<file path="src/verilog/dpsr_params.svh">
// Constants of the PLL, power and status register bank: offsets, fields, resets.
// Assumes a byte-wide register port and a 250 MHz single clock domain.
// What this block does
// Register 6 bit 7 enables the charge pump
// Bits 6,1 pick transmit call-progress attenuation
// Bits 5,0 pick receive call-progress attenuation
// Bit 4 holds line-side chip in low power
// Software programs clocks before clearing line powerdown
// Bit 3 powers host down until reset
// Register 6 resets to 0111_0000
// Registers 7, 8 hold PLL1 dividers minus one
// PLL1 second divider reset depends on serial mode
// Register 9 holds two PLL2 dividers minus one
// Register 10 bit 0 adds 25/16 ratio
// Register 11 returns revision, upper bits zero
// Link error bit sticks until zero written
// Register 12 bit 6 shows frame lock
// Loop code is sense bits 4:1, off-hook exceptions
// Off-hook state follows the off-hook control bit
// Reserved bits read zero, read-only writes ignored
// Line sense value arrives as an input
`ifndef DPSR_PARAMS_SVH
`define DPSR_PARAMS_SVH

// Register offsets
`define DPSR_OFS_CALL_PROGRESS_OUT_PWR    8'h06
`define DPSR_OFS_PLL1_FIRST  8'h07
`define DPSR_OFS_PLL1_SECOND 8'h08
`define DPSR_OFS_PLL2        8'h09
`define DPSR_OFS_PLL_CFG     8'h0a
`define DPSR_OFS_REVISION    8'h0b
`define DPSR_OFS_LINE_STATUS 8'h0c
`define DPSR_OFS_IRQ_STATUS  8'h20
`define DPSR_OFS_IRQ_CLEAR   8'h21
`define DPSR_OFS_IRQ_ENABLE  8'h22

// Field positions
`define DPSR_BIT_CHARGE_PUMP 7
`define DPSR_BIT_TX_MSB      6
`define DPSR_BIT_RX_MSB      5
`define DPSR_BIT_LINE_PD     4
`define DPSR_BIT_HOST_PD     3
`define DPSR_BIT_TX_LSB      1
`define DPSR_BIT_RX_LSB      0
`define DPSR_BIT_LINK_ERR    7
`define DPSR_BIT_FRAME_LOCK  6

// Reset values
`define DPSR_RST_CALL_PROGRESS_OUT_PWR    8'h70
`define DPSR_RST_PLL1_SECOND 8'h00
`define DPSR_RST_PLL1_SER2   8'h13
`define DPSR_RST_ZERO        8'h00
`define DPSR_SERIAL_MODE2    2'h2

// Loop code exceptions while off-hook
`define DPSR_SENSE_HIGH_EXC  5'h1e
`define DPSR_SENSE_LOW_EXC   5'h01
`define DPSR_CODE_HIGH_EXC   4'he
`define DPSR_CODE_LOW_EXC    4'h1

// Interrupt status bit positions
`define DPSR_IRQ_LINK_ERR    0
`define DPSR_IRQ_LOCK_CHG    1
`define DPSR_IRQ_LOOP_CHG    2

`endif

</file>
<file path="src/verilog/dpsr_pkg.sv">
// Types shared by the PLL, power and status register bank.
// Assumes the constants header is included alongside.
package dpsr_pkg;

   // One register port request
   typedef struct packed {
      logic       wr;
      logic       rd;
      logic [7:0] addr;
      logic [7:0] wdata;
   } dpsr_bus_req_type;

   // Call-progress output levels
   typedef struct packed {
      logic [1:0] tx_level;
      logic [1:0] rx_level;
   } dpsr_cp_level_type;

endpackage : dpsr_pkg

</file>
<file path="src/verilog/dpsr_regs.sv">
// Register bank for charge pump, call-progress levels, power, PLLs and line status.
// Assumes a synchronous byte register port with read data one cycle later.
//
// Chosen here: the address-and-strobe port.
`timescale 1ns/1ns
`include "dpsr_params.svh"

module dpsr_regs
   import dpsr_pkg::*;
#(
   parameter logic [3:0] HOST_REVISION = 4'h5  // Arbitrary revision value
)(
   input  wire logic              clock,
   input  wire logic              rst,
   input  wire dpsr_bus_req_type  bus_req,
   output logic [7:0]             rd_data,
   input  wire logic [1:0]        serial_mode,
   input  wire logic              offhook_request,
   input  wire logic [4:0]        line_sense_value,
   input  wire logic              link_error_event,
   input  wire logic              link_frame_locked,
   output logic                   charge_pump_on,
   output dpsr_cp_level_type      call_progress_out,
   output logic                   line_side_powerdown,
   output logic                   host_side_powerdown,
   output logic [7:0]             pll1_first_div,
   output logic [7:0]             pll1_second_div,
   output logic [3:0]             pll2_first_div,
   output logic [3:0]             pll2_second_div,
   output logic                   pll_extra_ratio_sel,
   output logic                   irq
);

   // Loop current decode of the line sense value
   function automatic logic [3:0] loop_decode(input logic [4:0] sense, input logic offhook);
      logic [3:0] code;
      code = sense[4:1];
      if (offhook && sense == `DPSR_SENSE_HIGH_EXC) begin
         code = `DPSR_CODE_HIGH_EXC;
      end else if (offhook && sense == `DPSR_SENSE_LOW_EXC) begin
         code = `DPSR_CODE_LOW_EXC;
      end
      return code;
   endfunction : loop_decode

   // Stored state
   logic       link_err;
   logic       frame_lock;
   logic [3:0] loop_code;
   logic [2:0] irq_status;
   logic [2:0] irq_enable;

   // Register 6 reset image, split into its fields at reset
   localparam logic [7:0] CALL_PROGRESS_OUT_RESET = `DPSR_RST_CALL_PROGRESS_OUT_PWR;

   // Address decode
   wire wr_call_progress_out  = bus_req.wr && bus_req.addr == `DPSR_OFS_CALL_PROGRESS_OUT_PWR;
   wire wr_p1a   = bus_req.wr && bus_req.addr == `DPSR_OFS_PLL1_FIRST;
   wire wr_p1b   = bus_req.wr && bus_req.addr == `DPSR_OFS_PLL1_SECOND;
   wire wr_p2    = bus_req.wr && bus_req.addr == `DPSR_OFS_PLL2;
   wire wr_cfg   = bus_req.wr && bus_req.addr == `DPSR_OFS_PLL_CFG;
   wire wr_stat  = bus_req.wr && bus_req.addr == `DPSR_OFS_LINE_STATUS;
   wire wr_clr   = bus_req.wr && bus_req.addr == `DPSR_OFS_IRQ_CLEAR;
   wire wr_en    = bus_req.wr && bus_req.addr == `DPSR_OFS_IRQ_ENABLE;

   // Line status next values
   // An error in the clearing cycle wins, so no error is lost
   wire [3:0] next_loop_code = loop_decode(line_sense_value, offhook_request);
   wire       err_clear      = wr_stat && !bus_req.wdata[`DPSR_BIT_LINK_ERR];
   wire       next_link_err  = link_error_event | (link_err & ~err_clear);

   // Interrupt events, set wins over clear
   wire [2:0] irq_events = {next_loop_code != loop_code,
                            link_frame_locked != frame_lock,
                            link_error_event};
   wire [2:0] irq_clr_mask = wr_clr ? bus_req.wdata[2:0] : 3'h0;
   wire [2:0] next_irq_status = irq_events | (irq_status & ~irq_clr_mask);

   // Register images for readback
   wire [7:0] call_progress_out_image = {charge_pump_on, call_progress_out.tx_level[1],
                            call_progress_out.rx_level[1], line_side_powerdown,
                            host_side_powerdown, 1'b0, call_progress_out.tx_level[0],
                            call_progress_out.rx_level[0]};
   wire [7:0] status_image = {link_err, frame_lock, 2'h0, loop_code};

   // Read multiplexer
   logic [7:0] next_rd_data;
   always_comb begin
      next_rd_data = 8'h00;
      if (bus_req.rd) begin
         unique case (bus_req.addr)
            `DPSR_OFS_CALL_PROGRESS_OUT_PWR:    next_rd_data = call_progress_out_image;
            `DPSR_OFS_PLL1_FIRST:  next_rd_data = pll1_first_div;
            `DPSR_OFS_PLL1_SECOND: next_rd_data = pll1_second_div;
            `DPSR_OFS_PLL2:        next_rd_data = {pll2_first_div, pll2_second_div};
            `DPSR_OFS_PLL_CFG:     next_rd_data = {7'h00, pll_extra_ratio_sel};
            `DPSR_OFS_REVISION:    next_rd_data = {4'h0, HOST_REVISION};
            `DPSR_OFS_LINE_STATUS: next_rd_data = status_image;
            `DPSR_OFS_IRQ_STATUS:  next_rd_data = {5'h00, irq_status};
            `DPSR_OFS_IRQ_ENABLE:  next_rd_data = {5'h00, irq_enable};
            default:               next_rd_data = 8'h00;
         endcase
      end
   end

   // Control register 6
   // Host powerdown only leaves through reset; a zero write is ignored
   always_ff @(posedge clock) begin
      if (rst) begin
         charge_pump_on             <= CALL_PROGRESS_OUT_RESET[`DPSR_BIT_CHARGE_PUMP];
         call_progress_out.tx_level <= {CALL_PROGRESS_OUT_RESET[`DPSR_BIT_TX_MSB],
                                        CALL_PROGRESS_OUT_RESET[`DPSR_BIT_TX_LSB]};
         call_progress_out.rx_level <= {CALL_PROGRESS_OUT_RESET[`DPSR_BIT_RX_MSB],
                                        CALL_PROGRESS_OUT_RESET[`DPSR_BIT_RX_LSB]};
         line_side_powerdown        <= CALL_PROGRESS_OUT_RESET[`DPSR_BIT_LINE_PD];
         host_side_powerdown        <= CALL_PROGRESS_OUT_RESET[`DPSR_BIT_HOST_PD];
      end else if (wr_call_progress_out) begin
         charge_pump_on <= bus_req.wdata[`DPSR_BIT_CHARGE_PUMP];
         call_progress_out.tx_level <= {bus_req.wdata[`DPSR_BIT_TX_MSB],
                                        bus_req.wdata[`DPSR_BIT_TX_LSB]};
         call_progress_out.rx_level <= {bus_req.wdata[`DPSR_BIT_RX_MSB],
                                        bus_req.wdata[`DPSR_BIT_RX_LSB]};
         line_side_powerdown <= bus_req.wdata[`DPSR_BIT_LINE_PD];
         host_side_powerdown <= host_side_powerdown | bus_req.wdata[`DPSR_BIT_HOST_PD];
      end
   end

   // PLL divider and mode registers
   // The serial mode strap only matters while reset is high
   always_ff @(posedge clock) begin
      if (rst) begin
         pll1_first_div  <= `DPSR_RST_ZERO;
         pll1_second_div <= (serial_mode == `DPSR_SERIAL_MODE2) ?
                            `DPSR_RST_PLL1_SER2 : `DPSR_RST_PLL1_SECOND;
         {pll2_first_div, pll2_second_div} <= `DPSR_RST_ZERO;
         pll_extra_ratio_sel <= 1'b0;
      end else begin
         if (wr_p1a) pll1_first_div <= bus_req.wdata;
         if (wr_p1b) pll1_second_div <= bus_req.wdata;
         if (wr_p2) {pll2_first_div, pll2_second_div} <= bus_req.wdata;
         if (wr_cfg) pll_extra_ratio_sel <= bus_req.wdata[0];
      end
   end

   // Line status, interrupts and read data
   always_ff @(posedge clock) begin
      if (rst) begin
         link_err   <= 1'b0;
         frame_lock <= 1'b0;
         loop_code  <= 4'h0;
         irq_status <= 3'h0;
         irq_enable <= 3'h0;
         irq        <= 1'b0;
         rd_data    <= 8'h00;
      end else begin
         link_err   <= next_link_err;
         frame_lock <= link_frame_locked;
         loop_code  <= next_loop_code;
         irq_status <= next_irq_status;
         if (wr_en) irq_enable <= bus_req.wdata[2:0];
         irq        <= |(next_irq_status & (wr_en ? bus_req.wdata[2:0] : irq_enable));
         rd_data    <= next_rd_data;
      end
   end
endmodule : dpsr_regs

</file>
<file path="config.mk">
export PLATFORM = sky130hd
export DESIGN_NAME = dpsr_regs
export DESIGN_NICKNAME = d
export VERILOG_FILES = /design/src/verilog/dpsr_pkg.sv /design/src/verilog/dpsr_regs.sv
export VERILOG_INCLUDE_DIRS = /design/src /design/src/verilog
export SDC_FILE = /design/constraint.sdc
export NUM_CORES = 1
export LEC_CHECK = 0
export BUFFER_PORTS_ARGS = -buffer_cell sky130_fd_sc_hd__clkbuf_2
export CORE_MARGIN = 3
export CORE_UTILIZATION = 47
export DETAILED_ROUTE_END_ITERATION = 10
export PLACE_DENSITY_LB_ADDON = 0.15
export SLEW_MARGIN = 25
export SYNTH_ARGS = -nofsm -noshare
export SYNTH_HDL_FRONTEND = slang
export SYNTH_SLANG_ARGS = --single-unit
</file>
<file path="constraint.sdc">
create_clock -name clock -period 3.6 [get_ports clock]
set_input_delay 0.72 -clock clock [delete_from_list [all_inputs] [get_ports clock]]
set_output_delay 0.72 -clock clock [all_outputs]
set_load 0.1 [all_outputs]
</file>
==> flow_metrics.py, run 1 <==
metrics = {
    "logic_synthesis": {
        "synthTopCellsByArea": "dfxtp_1 39%, edfxtp_1 10%, a21oi_1 6.9%",
        "synth_edf_count": 8,
        "ys_seq_area_share_pct": 49.0,
        "synth_top_area_share_pct": 38.6,
        "synth_most_common_cell": "dfxtp_1",
        "synth.net_count": 284,
        "synth_top_area_cell": "dfxtp_1",
        "ys.flop_type": "dfxtp_1",
        "syn_inst": 254,
        "async_flop_share_pct": 0,
        "yosys-top-cells-count": "45 x dfxtp_1, 32 x a21oi_1, 28 x nand2_1",
        "avgSynthCellArea_sq_um": 9.18,
        "ys_warn_count": 0,
        "ys_ff_latch": 53,
        "ys_types": 48,
        "synthesis.area_sq_um": 2330,
    },
    "floorplan": {
        "fp.dieH_um": 76.4,
        "core-area_sq_um": 4560,
        "pin_count": 71,
        "die_w_um": 76.4,
        "fp-row-count": 24,
        "dieArea_sq_um": 5840,
        "start_util_pct": 51.1,
    },
    "power": {
        "cellPowerDensity_nw_per_um2": 394,
        "ir_drop_v": 0.000234,
        "leakage_nw": 1.11,
    },
    "finish": {
        "syn_to_final_growth_pct": 20.9,
        "diodes": 0,
        "nNetsFinal": 352,
        "drive_gt1_share_pct": 27.9,
        "nFillCells": 424,
        "final_core_util_pct": 61.7,
    },
    "worst_setup_path": {
        "cp-end-kind": "flip-flop",
        "crit_end": "pll1_second_div[2]$_SDFFCE_PP0P_",
        "max_stage_delay_ns": 0.56,
        "crit_path_start_kind": "input pin",
        "worst_path_dominant_cell_family": "simple AND/OR/NAND/NOR gates",
        "cpMostUsedCell": "nand2_1",
        "arrival_ns": 2.41,
        "cp_slowest_cell": "nor4_1",
        "required_ns": 3.59,
        "reg2reg_depth": 4,
        "worst-path-buf-inv": 1,
        "path_depth": 6,
        "crit_start": "bus_req[13]",
        "reg2reg_slack_ns": 2.43,
        "reg2reg_from": "loop_code[3]$_SDFF_PP0_",
        "path_max_fanout": 8,
        "path_cells": "clkbuf_2 -> nor4_1 -> nand2_1 -> nor3_4 -> nand2_1 -> nand2_1",
        "crit_type": "in2reg",
        "rr_endpoint": "irq$_SDFF_PP0_",
    },
    "place": {
        "gp_congestion": 0.907,
        "port_buffers": 70,
        "dp_hpwl_um": 4700,
    },
    "timing": {
        "fin_crit_sh_pct": 67.4,
        "hold_viol_final": 0,
        "finalSetupViolations": 0,
        "tns_ns": 0,
        "slew_viol_final": 0,
        "clock_skew_ns": 0.00539,
        "slew_headroom_pct": 59.6,
        "fmax_mhz": 412,
        "tightestPinTransition_ns": 0.600,
        "rsz0062_at_grt": "false",
        "post-route-min-period_ns": 2.43,
        "hold_slack_ns": 0.479,
    },
    "drt": {
        "final_antenna_net_count": 0,
        "vias_per_cell": 5.76,
        "drt-total-wl_um": 6390,
        "route.detailed.drc": 0,
        "vias": 2233,
        "drt_first_pass_iters": 5,
        "routedWlPerCell_um": 16.5,
        "drtIter0Drc": 246,
    },
    "global_routing": {
        "antenna_found_initial": 0,
        "grt_use_total_pct": 22.1,
        "grt_pass1_wl_um": 10300,
        "grt_pass1_vias": 2065,
        "grt_overflow": 0,
        "grt_max_degree": 42,
    },
    "cts": {
        "cts_setup_buffers": 0,
        "worstSkewPairLatency_ns": 0.31,
        "cts_buffer_depth": 2,
        "clock_sinks": 53,
        "cts_resized": 0,
        "clk_pin_slew_worst_paths_ns": 0.09,
        "h-tree-depth": 2,
        "cts-hold-fix-buffers": 0,
        "cts-root-buf": "clkbuf_8",
        "cts_tree": "yes",
        "cts_made_buffers": 5,
    },
    "status": {
        "status": "complete, no violations",
    },
    "flow_run": {
        "maxCapViolations": 0,
    },
    "worst_hold_path": {
        "min_path_type": "reg2reg",
    },
}
## area by class of cell
| type | instances | area, sq um | area share (%) |
|---|---|---|---|
| inverter | 6 | 22.5 | 0.799 |
| clock buffer | 7 | 76.3 | 2.71 |
| tap | 65 | 81.3 | 2.89 |
| multi-input combinational | 181 | 1100 | 39.1 |
| clock inverter | 1 | 7.51 | 0.266 |
| sequential | 53 | 1140 | 40.5 |
| timing repair buffer | 75 | 388 | 13.8 |
## worst min path at each step
stage          depth (start not counted)                       startpoint                               to  slack, ns
2_1_floorplan                          2              link_err$_SDFF_PP0_              link_err$_SDFF_PP0_       0.45
3_5_place_dp                           2  pll2_second_div[3]$_SDFFE_PP0P_  pll2_second_div[3]$_SDFFE_PP0P_       0.47
6_report                               2   pll2_first_div[3]$_SDFFE_PP0P_   pll2_first_div[3]$_SDFFE_PP0P_       0.48
3_3_place_gp                           2   pll2_first_div[3]$_SDFFE_PP0P_   pll2_first_div[3]$_SDFFE_PP0P_       0.46
4_1_cts                                2  pll2_second_div[3]$_SDFFE_PP0P_  pll2_second_div[3]$_SDFFE_PP0P_       0.48
5_1_grt                                2   pll1_first_div[0]$_SDFFE_PP0P_   pll1_first_div[0]$_SDFFE_PP0P_       0.50
## power by group
group	switching (W)	internal, W	total [W]
sequential	0.0000106	0.000616	0.000627
clock	0.000192	0.000138	0.000330
combinational	0.000116	0.0000370	0.000153
## tightest hold or removal path: cells and delay by family (launching register included)
| kind | cells | cell delay [ns] |
|---|---|---|
| flops | 1 | 0.33 |
| simple gates | 1 | 0.05 |
| compound gates | 1 | 0.05 |
## layer usage
metal | GRT usage (%) | share of wire, % | vias up
li1 | - | - | 1065
met1 | 29.8 | 44 | 1034
met3 | 6.50 | 9.8 | 14
met4 | 9.42 | 2.2 | 0
met2 | 32.9 | 44 | 120
met5 | 0 | 0 | -
## layout by cell type (no fill, tap or decap), types with 3 or more instances in the layout
cell      synthesis  routed
nor3_1            4       4
edfxtp_1          8       8
buf_4             1       5
mux2_2            3       3
inv_1             6       6
clkbuf_2          0      70
o21ai_0           8       8
nand4_1           3       3
nor2b_1          11      11
nand2_1          28      28
dfxtp_1          45      45
xnor2_1           4       4
nor2_1           15      15
a222oi_1          4       4
clkbuf_8          0       5
mux2i_1           6       6
a21oi_1          32      32
a22oi_1           9       9
nand3_1          17      17
nand3b_1          4       4
## cell families (layout without fill, tap and decap cells)
group	count (synthesis)	after routing	share of synthesized area, %
xor gates and xnor gates	4	4	1.50
AOI/OAI and AO/OA	68	68	18.3
DFF	53	53	49.0
and+or+nand+nor	100	100	23.4
muxes	9	9	4.03
buffers and inverters	20	89	3.81
## per-stage QoR
stage	setup slack, ns	instance area, sq um	power, W	std cells
3_3_place_gp	0.935	2730	0.000791	380
4_1_cts	1.22	2820	0.00111	388
5_1_grt	0.916	2820	0.00115	388
3_5_place_dp	0.891	2730	0.000792	380
2_1_floorplan	1.35	2330	0.000742	254
6_report	1.17	2820	0.00111	388
## flip-flops by register name (all words and copies together), names as in the netlist
register             flops
call_progress_out        4
charge_pump_on           1
frame_lock               1
host_side_powerdown      1
irq                      1
irq_enable               3
irq_status               3
line_side_powerdown      1
link_err                 1
loop_code                4
pll1_first_div           8
pll1_second_div          8
pll2_first_div           4
pll2_second_div          4
pll_extra_ratio_sel      1
rd_data                  8
Power figures use the tool's default switching activity.
==> run 2, diff against run 1 <==
--- a/config.mk
+++ b/config.mk
@@ -8,7 +8,7 @@
 export LEC_CHECK = 0
 export BUFFER_PORTS_ARGS = -buffer_cell sky130_fd_sc_hd__clkbuf_2
 export CORE_MARGIN = 3
-export CORE_UTILIZATION = 47
+export CORE_UTILIZATION = 46
 export DETAILED_ROUTE_END_ITERATION = 10
 export PLACE_DENSITY_LB_ADDON = 0.15
 export SLEW_MARGIN = 25
==> constraint.sdc (replaced) <==
create_clock -name clock -period 2.2 [get_ports clock]
set_input_delay 0.44 -clock clock [delete_from_list [all_inputs] [get_ports clock]]
set_output_delay 0.44 -clock clock [all_outputs]
set_load 0.1 [all_outputs]
==> run 2 against run 1 <==
Effect of this change: routed wire length rose by 4.8%; power rose by 64%; first-iteration DRC count decreased by 29%; critical endpoint is now irq$_SDFF_PP0_; critical path depth is the same; die area grew 2.0%.
==> flow_metrics.py, run 2 (synthesis results as in run 1) <==
metrics = {
    "status": {
        "status": "complete, no violations",
    },
    "cts": {
        "worstSkewPairLatency_ns": 0.31,
        "cts_tree": "yes",
        "cts_setup_buffers": 0,
        "cts_made_buffers": 5,
        "clock_sinks": 53,
        "cts_buffer_depth": 2,
        "h-tree-depth": 2,
        "cts-root-buf": "clkbuf_8",
        "clk_pin_slew_worst_paths_ns": 0.09,
        "cts_resized": 0,
        "cts-hold-fix-buffers": 0,
    },
    "floorplan": {
        "start_util_pct": 48.4,
        "die_w_um": 77.2,
        "fp-row-count": 25,
        "dieArea_sq_um": 5960,
        "core-area_sq_um": 4820,
        "fp.dieH_um": 77.2,
        "pin_count": 71,
    },
    "flow_run": {
        "maxCapViolations": 0,
    },
    "global_routing": {
        "grt_max_degree": 42,
        "antenna_found_initial": 0,
        "grt_use_total_pct": 23.2,
        "grt_pass1_wl_um": 10900,
        "grt_pass1_vias": 2132,
        "grt_overflow": 0,
    },
    "place": {
        "port_buffers": 70,
        "dp_slack_ns": 0.0507,
        "gp_congestion": 0.910,
        "placed_cells_incl_taps": 387,
        "dp_hpwl_um": 4930,
    },
    "worst_setup_path": {
        "crit_type": "in2reg",
        "cp-end-kind": "flip-flop",
        "arrival_ns": 2.00,
        "required_ns": 2.38,
        "path_max_fanout": 5,
        "crit_path_start_kind": "input pin",
    },
    "timing": {
        "slew_viol_final": 0,
        "setup_slack_ns": 0.380,
        "slew_headroom_pct": 63.8,
        "fmax_mhz": 549,
        "finalSetupViolations": 0,
        "post-route-min-period_ns": 1.82,
        "tns_ns": 0,
        "clock_skew_ns": 0.00283,
        "tightestPinTransition_ns": 0.545,
        "fin_crit_sh_pct": 82.7,
        "rsz0062_at_grt": "false",
        "hold_viol_final": 0,
    },
    "drt": {
        "drtIter0Drc": 175,
        "vias": 2210,
        "vias_per_cell": 5.59,
        "drt-total-wl_um": 6700,
        "routedWlPerCell_um": 17.0,
        "route.detailed.drc": 0,
        "drt_first_pass_iters": 5,
        "final_antenna_net_count": 0,
    },
    "finish": {
        "final_cells": 395,
        "mostFrequentLayoutCells": "70 x clkbuf_2, 45 x dfxtp_1, 32 x a21oi_1",
        "drive_gt1_share_pct": 29.0,
        "final_common_cell": "clkbuf_2",
        "diodes": 0,
        "top_regs": "pll1_first_div (8), pll1_second_div (8), rd_data (8)",
        "syn_to_final_growth_pct": 22.6,
        "nNetsFinal": 357,
        "final_core_util_pct": 59.3,
    },
    "power": {
        "cellPowerDensity_nw_per_um2": 638,
        "leakage_nw": 1.13,
        "ir_drop_v": 0.000489,
    },
    "worst_hold_path": {
        "min_path_type": "in2reg",
    },
}
[run 2: cell count changes in the layout (fill, tap and decap cells not counted), sizes merged]
cell	change
buf	+5
[run 2: routing by layer]
metal  up-vias  GRT usage, %  part of all wire (%)
li1       1081             -                     -
met1      1026          33.2                    47
met2        98          35.6                    45
met3         5          5.40                   7.8
met4         0          5.16                  0.76
met5         -             0                     0
[run 2: cell type report]
class / count / area (sq um)
fillers: 460 / 1960
multi-input cells: 181 / 1100
well taps: 67 / 83.8
inverters: 6 / 22.5
clock buffers: 7 / 76.3
repair buffers: 80 / 425
clock inverters: 1 / 7.51
flip-flops and latches: 53 / 1140
[run 2: worst max-delay path: stages]
cell	delay, ns
clkbuf_2	0.11
or3_1	0.46
o41ai_1	0.40
nand4_1	0.17
o31ai_1	0.28
o311ai_1	0.13
[run 2: path summary, 6_finish.rpt]
kind                                                      from  slack [ns]  depth (start not counted)                             end
worst min-delay path                         link_frame_locked        0.36                          2           frame_lock$_SDFF_PP0_
worst min register to register  pll1_first_div[5]$_SDFFE_PP0P_        0.47                          2  pll1_first_div[5]$_SDFFE_PP0P_
worst max register to register         loop_code[3]$_SDFF_PP0_        1.00                          4                  irq$_SDFF_PP0_
worst max-delay path                               bus_req[12]        0.38                          6                  irq$_SDFF_PP0_
[run 2: stage by stage]
stage / total power [W] / hold slack (ns) / instance area (sq um)
after global routing: 0.00190 / 0.378 / 2860
after floorplan: 0.00121 / 0.452 / 2330
after global placement: 0.00130 / 0.461 / 2770
after detailed placement: 0.00130 / 0.463 / 2770
final: 0.00182 / 0.364 / 2860
after CTS: 0.00183 / 0.370 / 2860
[run 2: power by group]
group          total [W]  switching, W  internal (W)
combinational   0.000255      0.000191     0.0000637
sequential       0.00103     0.0000169       0.00101
clock           0.000542      0.000316      0.000226
